[src/design/dcc_pkg.sv]
// Package for the dual oscillator clock control block
package dcc_pkg;

  // ----------------------------------------------------------------
  // Register map, word index and address width
  // ----------------------------------------------------------------
  localparam logic [7:0]  REG_PWR_CLK_IDX   = 8'he8;
  localparam logic [7:0]  REG_OSC_SRC_IDX   = 8'hef;
  localparam logic [7:0]  REG_CLK_STAT_IDX  = 8'hf0;
  localparam int          ADR_W             = 12;

  // ----------------------------------------------------------------
  // Field positions
  // ----------------------------------------------------------------
  localparam int          PCC_FAST_DIS      = 0;
  localparam int          PCC_SLOW_EN       = 1;
  localparam int          PCC_SEL_SLOW      = 2;
  localparam int          PCC_DIV_LO        = 3;
  localparam int          PCC_T2_WAKE       = 6;
  localparam int          PCC_PDN           = 7;
  localparam int          OSC_RC_SEL        = 2;
  localparam int          OSC_LOCK          = 7;

  // ----------------------------------------------------------------
  // Reset values and divisor codes
  // ----------------------------------------------------------------
  localparam logic [7:0]  PCC_RESET         = 8'h08;
  localparam logic [7:0]  OSC_SRC_RESET     = 8'h00;
  localparam logic [1:0]  DIV_BY2           = 2'h0;
  localparam logic [1:0]  DIV_BY1           = 2'h1;
  localparam logic [1:0]  DIV_BY8           = 2'h2;
  localparam logic [1:0]  DIV_BY256         = 2'h3;
  localparam int          PLL_MULT          = 4;

  // ----------------------------------------------------------------
  // Timing
  // ----------------------------------------------------------------
  localparam int          CLK_SYS_HZ        = 20000000;
  localparam int          WAKE_DLY_MIN_MS   = 10;
  localparam int          WAKE_DLY_MAX_MS   = 20;
  localparam int          WAKE_DLY_CYC      =
    (WAKE_DLY_MIN_MS * CLK_SYS_HZ + 999) / 1000;
  localparam int          DLY_W             = 24;

  // ----------------------------------------------------------------
  // Types
  // ----------------------------------------------------------------
  typedef enum logic [1:0] {
    WS_RUN,
    WS_DOWN,
    WS_FAST_DLY,
    WS_SLOW_WAIT
  } dcc_wake_e;

  typedef struct packed {
    logic              cyc;
    logic              stb;
    logic              we;
    logic [ADR_W-1:0]  adr;
    logic [3:0]        sel;
    logic [31:0]       dat;
  } dcc_wb_req_s;

  typedef struct packed {
    logic              ack;
    logic [31:0]       dat;
  } dcc_wb_rsp_s;

  typedef struct packed {
    logic              pclk_en;
    logic              ram_cyc_en;
    logic              code_cyc_en;
    logic              fast_clk_en;
    logic              filter_clk_en;
    logic              analog_front_end_clk_en;
    logic              l1_clk_en;
    logic              timer1_clk_en;
    logic              timer3_clk_en;
    logic              mt_timer_clk_en;
    logic              timer2_clk_en;
    logic              wdt_clk_en;
    logic              audio_wake_clk_en;
  } dcc_clk_s;

  typedef struct packed {
    logic              fast_osc_en;
    logic              pll_en;
    logic              slow_osc_en;
    logic              slow_src_rc;
    logic              cpu_hold;
    logic              pdn;
  } dcc_osc_s;

endpackage

[src/design/dcc_clock_control.sv]
// Dual oscillator clock control with Wishbone register access
//
// Design decision made here: the Wishbone register port.
`timescale 1ns/1ns
module dcc_clock_control #(
  parameter int WAKE_DELAY_CYC = dcc_pkg::WAKE_DLY_CYC
) (
  input  wire logic                clk_sys,
  input  wire logic                rst_n,
  input  wire logic                ce,
  input  wire dcc_pkg::dcc_wb_req_s wb_req,
  output      dcc_pkg::dcc_wb_rsp_s wb_rsp,
  input  wire logic                fast_osc_tick,
  input  wire logic                slow_osc_tick,
  input  wire logic                slow_osc_stable,
  input  wire logic                wake_event,
  output      dcc_pkg::dcc_osc_s    osc,
  output      dcc_pkg::dcc_clk_s    clk_out
);
  import dcc_pkg::*;

  // ----------------------------------------------------------------
  // State
  // ----------------------------------------------------------------
  typedef struct packed {
    logic [7:0]       pcc;
    logic [7:0]       osc_cfg;
    dcc_wake_e        wst;
    logic [DLY_W-1:0] dly_cnt;
    logic [7:0]       per_cnt;
    logic [7:0]       per;
    logic [7:0]       ph_cnt;
    logic [1:0]       sub;
    logic             act_slow;
    logic [1:0]       act_div;
    logic [7:0]       div_cnt;
    logic             code_ph;
    dcc_wb_rsp_s      rsp;
    dcc_osc_s         osc;
    dcc_clk_s         clk;
  } dcc_state_s;

  dcc_state_s st;
  dcc_state_s next_st;

  // ----------------------------------------------------------------
  // Helpers
  // ----------------------------------------------------------------
  function automatic logic [7:0] div_last(input logic [1:0] code);
    logic [7:0] r;
    r = 8'h00;
    unique case (code)
      DIV_BY2:   r = 8'h01;
      DIV_BY1:   r = 8'h00;
      DIV_BY8:   r = 8'h07;
      DIV_BY256: r = 8'hff;
    endcase
    return r;
  endfunction

  function automatic logic [7:0] lane_merge(input logic [7:0] old_v,
                                            input logic [7:0] new_v,
                                            input logic       en);
    return en ? new_v : old_v;
  endfunction

  localparam logic [DLY_W-1:0] DLY_LAST = DLY_W'(WAKE_DELAY_CYC - 1);

  logic [7:0]  idx;
  logic        req;
  logic        wr;
  logic [7:0]  wbyte;
  logic        fast_tick;
  logic        src_tick;
  logic        div_wrap;
  logic        pclk_run;
  logic [7:0]  quarter;
  logic [7:0]  stat;

  always_comb
  begin
    next_st   = st;
    idx       = wb_req.adr[9:2];
    req       = wb_req.cyc && wb_req.stb && !st.rsp.ack;
    wr        = wb_req.cyc && wb_req.stb && st.rsp.ack &&
                wb_req.we && wb_req.sel[0];
    wbyte     = wb_req.dat[7:0];
    fast_tick = 1'b0;
    quarter   = {2'h0, st.per[7:2]};
    stat      = {4'h0, st.act_div, st.act_slow,
                 (st.wst != WS_RUN)};

    // --------------------------------------------------------------
    // Register writes
    // --------------------------------------------------------------
    if (wr && idx == REG_PWR_CLK_IDX)
      next_st.pcc = lane_merge(st.pcc, wbyte, 1'b1);
    if (wr && idx == REG_OSC_SRC_IDX)
    begin
      next_st.osc_cfg[OSC_LOCK] = wbyte[OSC_LOCK];
      if (!st.osc_cfg[OSC_LOCK])
        next_st.osc_cfg[OSC_RC_SEL] = wbyte[OSC_RC_SEL];
    end

    // --------------------------------------------------------------
    // Power-down and wakeup sequencing
    // --------------------------------------------------------------
    unique case (st.wst)
      WS_RUN:
        if (st.pcc[PCC_PDN])
          next_st.wst = WS_DOWN;
      WS_DOWN:
        if (!next_st.pcc[PCC_PDN])
          next_st.wst = WS_RUN;
        else if (wake_event)
        begin
          next_st.pcc[PCC_PDN] = 1'b0;
          if (!st.pcc[PCC_SEL_SLOW])
          begin
            next_st.pcc[PCC_FAST_DIS] = 1'b0;
            next_st.dly_cnt = '0;
            next_st.wst = WS_FAST_DLY;
          end
          else
          begin
            next_st.pcc[PCC_SLOW_EN] = 1'b1;
            next_st.wst = WS_SLOW_WAIT;
          end
        end
      WS_FAST_DLY:
        if (st.dly_cnt >= DLY_LAST)
          next_st.wst = WS_RUN;
        else
          next_st.dly_cnt = st.dly_cnt + 1'b1;
      WS_SLOW_WAIT:
        if (slow_osc_stable)
          next_st.wst = WS_RUN;
    endcase

    // --------------------------------------------------------------
    // Oscillator enables
    // --------------------------------------------------------------
    next_st.osc.fast_osc_en = !next_st.pcc[PCC_FAST_DIS];
    next_st.osc.pll_en      = !next_st.pcc[PCC_FAST_DIS];
    next_st.osc.slow_osc_en = next_st.pcc[PCC_SLOW_EN];
    next_st.osc.slow_src_rc = next_st.osc_cfg[OSC_RC_SEL];
    next_st.osc.cpu_hold    = next_st.wst == WS_FAST_DLY ||
                              next_st.wst == WS_SLOW_WAIT;
    next_st.osc.pdn         = next_st.pcc[PCC_PDN];

    // --------------------------------------------------------------
    // Times-four PLL: four evenly spaced ticks per oscillator tick
    // --------------------------------------------------------------
    if (!st.osc.pll_en)
    begin
      next_st.sub    = 2'h0;
      next_st.ph_cnt = 8'h00;
    end
    else if (fast_osc_tick)
    begin
      next_st.per     = st.per_cnt;
      next_st.per_cnt = 8'h01;
      next_st.ph_cnt  = 8'h01;
      next_st.sub     = 2'h0;
      fast_tick       = 1'b1;
    end
    else
    begin
      if (st.per_cnt != 8'hff)
        next_st.per_cnt = st.per_cnt + 1'b1;
      next_st.ph_cnt = st.ph_cnt + 1'b1;
      if (st.ph_cnt >= quarter &&
          st.sub < 2'(PLL_MULT - 1))
      begin
        fast_tick      = 1'b1;
        next_st.ph_cnt = 8'h01;
        next_st.sub    = st.sub + 1'b1;
      end
    end

    // --------------------------------------------------------------
    // Processor clock: source, divider, gating
    // --------------------------------------------------------------
    src_tick = st.act_slow ? slow_osc_tick : fast_tick;
    div_wrap = src_tick && st.div_cnt >= div_last(st.act_div);
    pclk_run = st.wst == WS_RUN && !st.pcc[PCC_PDN];
    if (src_tick)
      next_st.div_cnt = div_wrap ? 8'h00 : st.div_cnt + 1'b1;
    if (div_wrap)
    begin
      next_st.act_slow = st.pcc[PCC_SEL_SLOW];
      next_st.act_div  = st.pcc[PCC_DIV_LO+1:PCC_DIV_LO];
    end
    next_st.clk.pclk_en    = div_wrap && pclk_run;
    next_st.clk.ram_cyc_en = div_wrap && pclk_run;
    next_st.clk.code_cyc_en = div_wrap && pclk_run &&
                              st.code_ph;
    if (div_wrap && pclk_run)
      next_st.code_ph = !st.code_ph;

    // --------------------------------------------------------------
    // Functional clocks
    // --------------------------------------------------------------
    next_st.clk.fast_clk_en       = fast_tick && !st.pcc[PCC_PDN];
    next_st.clk.filter_clk_en     = fast_tick && !st.pcc[PCC_PDN];
    next_st.clk.analog_front_end_clk_en = fast_tick && !st.pcc[PCC_PDN];
    next_st.clk.l1_clk_en         = fast_tick && !st.pcc[PCC_PDN];
    next_st.clk.timer1_clk_en     = fast_tick &&
                                    !st.pcc[PCC_PDN];
    next_st.clk.timer3_clk_en     = fast_tick && !st.pcc[PCC_PDN];
    next_st.clk.mt_timer_clk_en   = fast_tick &&
                                    !st.pcc[PCC_PDN];
    next_st.clk.wdt_clk_en        = slow_osc_tick &&
                                    !st.pcc[PCC_PDN];
    next_st.clk.timer2_clk_en     = slow_osc_tick;
    next_st.clk.audio_wake_clk_en = slow_osc_tick;

    // --------------------------------------------------------------
    // Wishbone answer
    // --------------------------------------------------------------
    next_st.rsp.ack = req;
    next_st.rsp.dat = 32'h0000_0000;
    if (req && !wb_req.we)
    begin
      unique case (idx)
        REG_PWR_CLK_IDX:  next_st.rsp.dat[7:0] = st.pcc;
        REG_OSC_SRC_IDX:  next_st.rsp.dat[7:0] = st.osc_cfg;
        REG_CLK_STAT_IDX: next_st.rsp.dat[7:0] = stat;
        default:          next_st.rsp.dat = 32'h0000_0000;
      endcase
    end
  end

  // ----------------------------------------------------------------
  // Registers
  // ----------------------------------------------------------------
  always_ff @(posedge clk_sys)
  begin
    if (!rst_n)
    begin
      st             <= '0;
      st.pcc         <= PCC_RESET;
      st.osc_cfg     <= OSC_SRC_RESET;
      st.wst         <= WS_RUN;
      st.act_slow    <= 1'b0;
      st.act_div     <= DIV_BY1;
      st.osc.fast_osc_en <= 1'b1;
      st.osc.pll_en  <= 1'b1;
    end
    else if (ce)
      st <= next_st;
  end

  assign wb_rsp  = st.rsp;
  assign osc     = st.osc;
  assign clk_out = st.clk;

endmodule

[config.mk]
export PLATFORM = sky130hd
export DESIGN_NAME = dcc_clock_control
export DESIGN_NICKNAME = d
export VERILOG_FILES = /design/src/design/dcc_pkg.sv /design/src/design/dcc_clock_control.sv
export SDC_FILE = /design/constraint.sdc
export NUM_CORES = 1
export LEC_CHECK = 0
export ABC_AREA = 0
export BUFFER_PORTS_ARGS = -buffer_cell sky130_fd_sc_hd__buf_2
export CORE_ASPECT_RATIO = 1.25
export CORE_MARGIN = 10
export CORE_UTILIZATION = 53
export DETAILED_ROUTE_END_ITERATION = 10
export GPL_ROUTABILITY_DRIVEN = 0
export PLACE_DENSITY = 0.79
export SLEW_MARGIN = 40
export SYNTH_ARGS = -nofsm -noshare
export SYNTH_HDL_FRONTEND = slang
export SYNTH_SLANG_ARGS = --single-unit
[constraint.sdc]
create_clock -name clk_sys -period 3.3 [get_ports clk_sys]
set_input_delay 0.33 -clock clk_sys [delete_from_list [all_inputs] [get_ports clk_sys]]
set_output_delay 0.33 -clock clk_sys [all_outputs]
set_load 0.01 [all_outputs]
* Yosys cells after proc, flatten, opt, wreduce, memory -nomap -nowiden
Index checks and enable logic that the tools add are counted.
** Storage, ports and cells
- Flip-flop bits (word level) :: 116
- Input port bits :: 58
- Memory bits (read-only) :: 0
- RAM bits :: 0
- Output and inout bits :: 52
- Logic and storage cells :: 121
- Bits in latches :: 0
- Memories :: 0
** Cells by class
- $mul :: 0
- Equal/unequal tests :: 17
- Reductions and logical operators :: 36
- Shifts and indexed selects :: 0
- Bitwise logic cells :: 1
- Divide/modulo/power cells :: 0
- Order comparisons :: 4
- Multiplexer cells :: 33
- $add $sub $neg :: 5
** Operators with widths (number)
- 24-bit two-way mux :: 3
- 24-bit one-hot mux with 2 select lines :: 1
- 8-bit two-way mux :: 5
- 8-bit one-hot mux with 4 select lines :: 1
- 10-bit two-way mux :: 3
- 26-bit two-way mux :: 1
- 24-bit by 1-bit adder with 24-bit output (second input constant) :: 1
- 8-bit by 1-bit adder with 8-bit output (second input constant) :: 3
- 8-bit == test (second input constant) :: 3
- 24-bit by 18-bit >= comparator with 1-bit output (second input constant) :: 1
- 8-bit one-hot mux with 3 select lines :: 1
- 1-bit logical AND :: 15
- 2-bit two-way mux :: 7
- 2-bit == test (second input constant) :: 6
- 2-bit AND reduction :: 6
- 1-bit two-way mux :: 10
- 3-bit AND reduction :: 3
- 8-bit by 6-bit >= comparator with 1-bit output :: 1
- 8-bit >= comparator :: 1
- 2-bit inequality test (second input constant) :: 4
- 8-bit inequality test (second input constant) :: 1
- 2-bit one-hot mux with 4 select lines :: 1
- 6-bit AND reduction :: 1
- 2-bit nonzero test :: 3
- other kinds (8) :: 14

* Logic depth before layout (Yosys ltp)
Gate-level depths: netlist (run 1).
- Word-level depth :: 11
- Gate-level depth with buffers :: 9
- Mapped depth without buffers :: 9

* Worst setup path before layout (run 1)
No wires, ideal clock.
- Path kind :: in2reg
- Start :: in wb_req[39] in the netlist's numbering
- End :: reg st[125] in the netlist's numbering
- Stages :: 7
- Arrival :: 2.040 ns
- Data required time :: 3.172 ns
- Path buffers :: 1
- Library setup time :: 0.128 ns
- Setup slack :: 1.133 ns
- Cells stage by stage :: or3_4 > or3_1 > buf_2 > nor3_4 > mux2_2 > a31oi_1 > nor2_1
** Between the ends
- Longest elaborated chain between the ends :: 7
** RTL lines
- start: declaration :: RTL line dcc_clock_control.sv:11 : input wire dcc_pkg::dcc_wb_req_s wb_req,
- 8-bit == test * :: RTL line dcc_clock_control.sv:96 : if (wr && idx == REG_PWR_CLK_IDX)
- 1-bit logical AND * :: RTL line dcc_clock_control.sv:96
- 8-bit two-way mux * :: RTL line dcc_clock_control.sv:96
- 1-bit two-way mux :: RTL line dcc_clock_control.sv:118 : if (!st.pcc[PCC_SEL_SLOW])
- 2-bit two-way mux :: RTL line dcc_clock_control.sv:115 : else if (wake_event)
- 2-bit two-way mux :: RTL line dcc_clock_control.sv:113 : if (!next_st.pcc[PCC_PDN])
- 2-bit two-way mux * :: RTL line dcc_clock_control.sv:108 : unique case (st.wst)
- end signal: assignment :: RTL line dcc_clock_control.sv:251 : st <= next_st;
- end: declaration :: RTL line dcc_clock_control.sv:43 : dcc_state_s st;
Every way passes the cells marked *; elsewhere a longest branch is shown, timed or not.
A chain may end at the register's enable or synchronous reset.

* Worst setup path in the final report (run 1)
- Start :: reg st[102] in the netlist's numbering
- End :: reg st[104] in the netlist's numbering
** Between the ends
- Longest elaborated chain between the ends :: 3
- Elaborated cells on any way between the ends :: 6
- Classes of those cells :: 1 x add/sub; 1 x order compare; 1 x eq/ne; 2 x mux; 1 x reduce/logical
** RTL lines (RTL line)
- 24-bit by 1-bit adder with 24-bit output or 24-bit by 18-bit >= comparator with 1-bit output (tied branches) :: dcc_clock_control.sv:134, dcc_clock_control.sv:131
- 24-bit two-way mux or 2-bit inequality test (tied branches)
- 24-bit one-hot mux with 2 select lines or 6-bit AND reduction (tied branches)
Parallel ways exist; a longest one is shown, timed or not. The select of a mux whose other input is x is not followed.

==> impl_metrics.py, run 1 <==
metrics = {
    "clock_network": {
        "cts_tree": "yes",
        "cts-root-buf": "sky130_fd_sc_hd__clkbuf_8",
        "clk_transition_reported_paths_ns": 0.08,
        "cts_hold_buf": 0,
        "insertion_delay_ns": 0.37,
        "htree_num_levels": 3,
        "cts-buffers-inserted": 9,
        "cts_repair_resize_count": 0,
        "cts.sink_count": 87,
        "post_cts_buffers": 0,
        "cts_max_path_buffers": 2,
    },
    "cells_and_area": {
        "antenna-diode-count": 0,
        "areaGrowthSynthToFinish_pct": 6.07,
        "stdcell_area_um2": 5030,
        "post_route_cells_drive_above_1_share_pct": 14.1,
        "layout_commonest_cell": "sky130_fd_sc_hd__dfxtp_1",
        "mostFrequentLayoutCells": "sky130_fd_sc_hd__dfxtp_1 (87), sky130_fd_sc_hd__nor2_1 (82), sky130_fd_sc_hd__buf_2 (54), sky130_fd_sc_hd__nand2_1 (50), sky130_fd_sc_hd__o21ai_0 (38)",
        "nNetsFinal": 689,
    },
    "timing": {
        "holdWs_ns": 0.187,
        "slew_headroom_pct": 53.1,
        "maxClockFrequency_mhz": 388,
        "hold_viol": 0,
        "setup_repair_after_global_routing_missed_its_margin": "false",
        "clock-skew-final_ns": 0.00875,
        "worst-slew-pin-transition_ns": 0.696,
        "fin_setup_tns_ns": 0,
        "final_period_minus_worst_setup_slack_ns": 2.58,
        "report.final.setup_viol": 0,
        "final_min_period_over_clock_period_pct": 78.2,
        "finalMaxSlewViolations": 0,
    },
    "global_route": {
        "globalRouteTotalUtil_pct": 16.8,
        "grt_pass1_wl_mm": 18.9,
        "peak_usage_layer_in_the_global_routing_report": "met2",
        "use_met3_pct": 4.23,
        "met1_use_gr_pct": 17.7,
        "met2_usage_pct": 31.2,
        "globalRoute.totalOverflow": 0,
        "grt_antenna_before_repair": 0,
        "vias_in_the_first_global_route": 4088,
        "grt_max_degree": 39,
    },
    "floorplan": {
        "floorplan.initialDensity_pct": 54.5,
        "design.portCount": 110,
        "vertical_die_dimension_um": 126,
        "floorplan.die.width_um": 105,
        "die_outline_area_um2": 13100,
        "core_region_area_um2": 8700,
        "num_rows": 38,
    },
    "yosys": {
        "synthesis.area_per_instance_um2": 8.06,
        "postSynthCellCount": 588,
        "mappedNetlistArea_um2": 4740,
        "postSynth.topFlopCell": "sky130_fd_sc_hd__dfxtp_1",
        "ys_seq_elements": 87,
        "synth_edf_count": 0,
        "part_of_the_yosys_area_used_for_sequential_elements_pct": 36.7,
        "synth_cell_type_count": 59,
        "synth-warning-count": 0,
        "synthArstFlopShare_pct": 0,
    },
    "critical_path": {
        "worst_setup_path_startpoint": "st[102]",
        "setup.worst_path.class": "reg2reg",
        "reg2reg_slack_ns": 0.72,
        "crit_arrival_ns": 2.84,
        "r2r-start": "st[102]",
        "critPathLaunchType": "register",
        "highest_fanout_seen_on_the_critical_path": 16,
        "crit_path_end_kind": "register",
        "worst-r2r-cell-count": 7,
        "regToRegEndpoint": "st[104]",
        "critPathCapture": "st[104]",
        "required_ns": 3.56,
    },
    "hold_path": {
        "worst_hold_path_type": "in2reg",
    },
    "power": {
        "switching_power_mw": 0.480,
        "comb_power_share_pct": 6.8,
        "net_switching_share_of_the_total_power_pct": 24.6,
        "power.leakage_nw": 1.94,
        "share_seq_of_total_power_pct": 54.9,
        "powerDensity_nw_per_um2": 388,
        "internal_power_mw": 1.47,
        "power.share.clock_pct": 38.3,
        "max-vdd-ir-drop_uv": 250,
        "total_power_mw": 1.95,
    },
    "status": {
        "run_status": "finished clean",
    },
    "detailed_routing": {
        "num_vias": 4130,
        "drt_iter0_drc": 189,
        "first_pass_iters": 4,
        "viasPerCell": 5.60,
        "drt-wirelength-per-cell_um": 15.4,
        "detail-route-antenna-nets": 0,
        "remaining_drc_errors": 0,
        "drt_wl_total_mm": 11.3,
    },
    "place": {
        "port_buf_inserts": 54,
        "place_area_um2": 4830,
        "place_hpwl_mm": 8.43,
    },
    "run": {
        "drv.max_cap_violation_count": 0,
    },
}
[metal layers]
layer / share of wire [%] / up-vias / routed length (um)
met1: 40 / 1958 / 4530
met4: 1.9 / 0 / 215
met3: 5.0 / 22 / 569
li1: - / 2042 / -
met2: 53 / 108 / 6020
met5: 0 / - / 0
[flip-flops by register name, summed over array words and instances (netlist names)]
name     count
clk_out      5
osc          1
quarter      6
st          66
wb_rsp       9
[area by class of cell]
type / instances / area [um^2]
clock buffers: 10 / 138
flip-flops and latches: 87 / 1740
fillers: 798 / 3670
multi-input cells: 429 / 2530
well taps: 120 / 150
repair buffers: 60 / 315
clock inverters: 6 / 60.1
inverters: 25 / 93.8
[power by group through the flow]
stage / sequential [mW] / clock, mW / combinational [mW]
2_1_floorplan: 1.09 / 0 / 0.117
3_3_place_gp: 1.09 / 0 / 0.127
3_5_place_dp: 1.09 / 0 / 0.130
4_1_cts: 1.07 / 0.760 / 0.131
5_1_grt: 1.07 / 0.793 / 0.147
6_report: 1.07 / 0.746 / 0.132
[worst min-delay path by stage]
| stage | start | endpoint | slack (ns) | depth (start not counted) |
|---|---|---|---|---|
| final | wb_req[3] | st[127] | 0.19 | 3 |
| after global routing | wb_req[2] | st[126] | 0.22 | 3 |
| after CTS | wb_req[3] | st[127] | 0.18 | 3 |
| after detailed placement | st[109] | st[109] | 0.44 | 2 |
| after global placement | st[109] | st[109] | 0.44 | 2 |
| after floorplan | st[109] | st[109] | 0.42 | 2 |
[per-stage QoR]
stage	utilization (%)	setup WS [ns]	instances
2_1_floorplan	-	1.13	611
3_3_place_gp	55.4	0.787	721
3_5_place_dp	55.5	0.779	721
4_1_cts	57.8	0.757	737
5_1_grt	57.8	0.503	737
6_report	57.8	0.720	737
[kinds of logic after synthesis]
group | count (synthesis) | synth area share [%]
other | 1 | 0.0791
DFF | 87 | 36.7
AOI/OAI and AO/OA | 137 | 18.6
adders and majority gates | 19 | 5.02
xor gates and xnor gates | 17 | 3.14
and+or+nand+nor | 215 | 21.0
muxes | 17 | 3.62
buffers and inverters | 95 | 11.9
[synth_stat cells, types with 5 or more instances]
cell                       number  share of area [%]
sky130_fd_sc_hd__a21oi_1       36                3.8
sky130_fd_sc_hd__a22oi_1        7                1.1
sky130_fd_sc_hd__a31oi_1       16                2.1
sky130_fd_sc_hd__buf_4         52                8.2
sky130_fd_sc_hd__clkbuf_1      13                1.0
sky130_fd_sc_hd__dfxtp_1       87                 37
sky130_fd_sc_hd__ha_1          19                5.0
sky130_fd_sc_hd__inv_1         24                1.9
sky130_fd_sc_hd__mux2i_1       16                3.4
sky130_fd_sc_hd__nand2_1       50                4.0
sky130_fd_sc_hd__nand2b_1       5               0.66
sky130_fd_sc_hd__nand3_1       25                2.6
sky130_fd_sc_hd__nand4_1       11                1.5
sky130_fd_sc_hd__nor2_1        82                6.5
sky130_fd_sc_hd__nor2b_1        7               0.92
sky130_fd_sc_hd__nor3_1        13                1.4
sky130_fd_sc_hd__o21a_1         6               0.95
sky130_fd_sc_hd__o21ai_0       38                4.0
sky130_fd_sc_hd__xnor2_1        9                1.7
sky130_fd_sc_hd__xor2_1         8                1.5
[worst max-delay path, stage by stage (launching register included)]
cell and delay [ns]:
sky130_fd_sc_hd__dfxtp_1 0.36, sky130_fd_sc_hd__nor4_1 0.50, sky130_fd_sc_hd__o2111ai_1 0.21, sky130_fd_sc_hd__a211o_1 0.56, sky130_fd_sc_hd__a2bb2oi_2 0.30, sky130_fd_sc_hd__buf_4 0.21
sky130_fd_sc_hd__nand2_1 0.07, sky130_fd_sc_hd__a32o_1 0.25
Note: power is estimated with default switching activity, not from simulation.
==> run 2: changes to the inputs <==
--- a/config.mk
+++ b/config.mk
@@ -9,10 +9,10 @@
 export BUFFER_PORTS_ARGS = -buffer_cell sky130_fd_sc_hd__buf_2
 export CORE_ASPECT_RATIO = 1.25
 export CORE_MARGIN = 10
-export CORE_UTILIZATION = 53
+export CORE_UTILIZATION = 49
 export DETAILED_ROUTE_END_ITERATION = 10
 export GPL_ROUTABILITY_DRIVEN = 0
-export PLACE_DENSITY = 0.79
+export PLACE_DENSITY = 0.77
 export SLEW_MARGIN = 40
 export SYNTH_ARGS = -nofsm -noshare
 export SYNTH_HDL_FRONTEND = slang
==> constraint.sdc (replaced) <==
create_clock -name clk_sys -period 2.2 [get_ports clk_sys]
set_input_delay 0.22 -clock clk_sys [delete_from_list [all_inputs] [get_ports clk_sys]]
set_output_delay 0.22 -clock clk_sys [all_outputs]
set_load 0.01 [all_outputs]
==> run 2 against run 1 <==
- power rose by 69%
- clock skew fell by 0.0024 ns
- non-clock buffer count rose by 40
- global-route usage rose by 0.38 points
- sequential power rose by 50%
- core utilization rose by 0.30 points
- design area rose by 9.9%
- maximum frequency rose by 24%
- flip-flop and latch count did not move
- first-iteration DRC count rose by 71%
==> impl_metrics.py, run 2 (synthesis gave the netlist of run 1 again) <==
metrics = {
    "detailed_routing": {
        "first_pass_iters": 6,
        "drt-wirelength-per-cell_um": 15.4,
        "drt_wl_total_mm": 12.1,
        "drt_iter0_drc": 323,
        "num_vias": 4343,
        "remaining_drc_errors": 0,
        "detail-route-antenna-nets": 0,
        "viasPerCell": 5.55,
    },
    "cells_and_area": {
        "post_layout_nonfiller_instances": 783,
        "areaGrowthSynthToFinish_pct": 16.5,
        "nNetsFinal": 729,
        "largest-register": "st",
        "largest_register_ffs": 66,
        "antenna-diode-count": 0,
        "post_route_cells_drive_above_1_share_pct": 21.0,
        "layout_commonest_cell": "sky130_fd_sc_hd__dfxtp_1",
        "stdcell_area_um2": 5520,
        "mostFrequentLayoutCells": "sky130_fd_sc_hd__dfxtp_1 (85), sky130_fd_sc_hd__nor2_1 (81), sky130_fd_sc_hd__buf_2 (54), sky130_fd_sc_hd__nand2_1 (49), sky130_fd_sc_hd__buf_4 (45)",
    },
    "critical_path": {
        "setup.worst_path.class": "reg2reg",
        "required_ns": 2.45,
        "crit_path_end_kind": "register",
        "crit_arrival_ns": 2.33,
        "highest_fanout_seen_on_the_critical_path": 14,
        "critPathLaunchType": "register",
    },
    "floorplan": {
        "num_rows": 40,
        "floorplan.initialDensity_pct": 49.8,
        "die_outline_area_um2": 14000,
        "core_region_area_um2": 9510,
        "design.portCount": 110,
        "floorplan.die.width_um": 108,
        "vertical_die_dimension_um": 130,
    },
    "status": {
        "run_status": "finished clean",
    },
    "clock_network": {
        "htree_num_levels": 3,
        "cts_hold_buf": 0,
        "cts_max_path_buffers": 2,
        "insertion_delay_ns": 0.35,
        "cts-root-buf": "sky130_fd_sc_hd__clkbuf_16",
        "cts.sink_count": 87,
        "cts-buffers-inserted": 9,
        "cts_tree": "yes",
        "clk_transition_reported_paths_ns": 0.06,
    },
    "timing": {
        "finalMaxSlewViolations": 0,
        "setup_repair_after_global_routing_missed_its_margin": "false",
        "holdWs_ns": 0.103,
        "maxClockFrequency_mhz": 480,
        "report.final.setup_viol": 0,
        "final_period_minus_worst_setup_slack_ns": 2.08,
        "final_min_period_over_clock_period_pct": 94.7,
        "hold_viol": 0,
        "clock-skew-final_ns": 0.00636,
    },
    "place": {
        "place_area_um2": 5120,
        "place_inst": 765,
        "place_hpwl_mm": 9.08,
        "port_buf_inserts": 54,
    },
    "power": {
        "max-vdd-ir-drop_uv": 408,
        "power.leakage_nw": 2.20,
        "powerDensity_nw_per_um2": 598,
    },
    "hold_path": {
        "worst_hold_path_type": "in2reg",
    },
    "global_route": {
        "vias_in_the_first_global_route": 4338,
        "grt_max_degree": 30,
        "globalRoute.totalOverflow": 0,
        "grt_antenna_before_repair": 0,
        "grt_pass1_wl_mm": 19.8,
        "globalRouteTotalUtil_pct": 17.2,
    },
    "run": {
        "drv.max_cap_violation_count": 0,
    },
}
==> run 2: cell count changes in the layout (fill, tap and decap cells not counted), moves of 2 or more <==
cell / delta
sky130_fd_sc_hd__clkinv_4: +2
sky130_fd_sc_hd__dfxtp_1: -2
sky130_fd_sc_hd__clkinv_2: -2
sky130_fd_sc_hd__dfxtp_2: +2
sky130_fd_sc_hd__clkbuf_8: -8
sky130_fd_sc_hd__o21ai_0: -3
sky130_fd_sc_hd__a21boi_1: +2
sky130_fd_sc_hd__a21boi_0: -2
sky130_fd_sc_hd__a21oi_1: -2
sky130_fd_sc_hd__buf_4: +39
sky130_fd_sc_hd__clkbuf_16: +9
==> run 2: layout make-up <==
class / instances / area, um^2
flip-flops and latches: 87 / 1740
fillers: 867 / 3990
multi-input cells: 429 / 2620
inverters: 25 / 93.8
well taps: 126 / 158
clock buffers: 12 / 256
clock inverters: 4 / 30.0
repair buffers: 100 / 619
==> run 2: worst paths after layout <==
kind	slack, ns	from	end	cells after the start
setup reg to reg	0.12	st[102]	st[102]	8
hold reg to reg	0.46	st[109]	st[109]	2
setup / recovery	0.12	st[102]	st[102]	8
hold / removal	0.10	wb_req[3]	st[127]	3
==> run 2: what timing repair did <==
| item | CTS | global route |
|---|---|---|
| endpoints found under the setup margin | 17 | 27 |
| pin swaps | 0 | 5 |
| setup buffers | 0 | 2 |
| resized for setup | 6 | 19 |
==> run 2: routing by layer <==
metal  vias to the layer above  global-route usage [%]  wire (um)
li1                       2116                       -          -
met1                      2056                    18.6       4800
met4                         0                    8.11        317
met2                       134                    30.7       6300
met3                        37                    4.09        678
met5                         -                       0          0
==> run 2: metrics by stage <==
stage	utilization, %	power [mW]	TNS (ns)	setup slack [ns]
final	58.1	3.30	0	0.117
after floorplan	-	1.81	0	0.0471
after global routing	58.1	3.41	0	0.0188
after global placement	53.8	1.85	-0.427	-0.0435
after CTS	56.9	3.32	0	0.0122
after detailed placement	53.8	1.86	-2.29	-0.143
==> run 2: where the power goes <==
part	leakage, nW	internal (mW)	switching (mW)	total (mW)
logic	1.36	0.0811	0.144	0.225
registers	0.704	1.59	0.0138	1.61
clock network	0.139	0.829	0.642	1.47
==> run 2: critical path, stage by stage, from the launching register on <==
cell and delay, ns:
sky130_fd_sc_hd__dfxtp_1 0.32, sky130_fd_sc_hd__nor4_1 0.28, sky130_fd_sc_hd__buf_4 0.17, sky130_fd_sc_hd__o2111ai_1 0.11, sky130_fd_sc_hd__a211o_1 0.38, sky130_fd_sc_hd__buf_4 0.22
sky130_fd_sc_hd__nor2_2 0.15, sky130_fd_sc_hd__a31oi_1 0.11, sky130_fd_sc_hd__a311oi_1 0.24
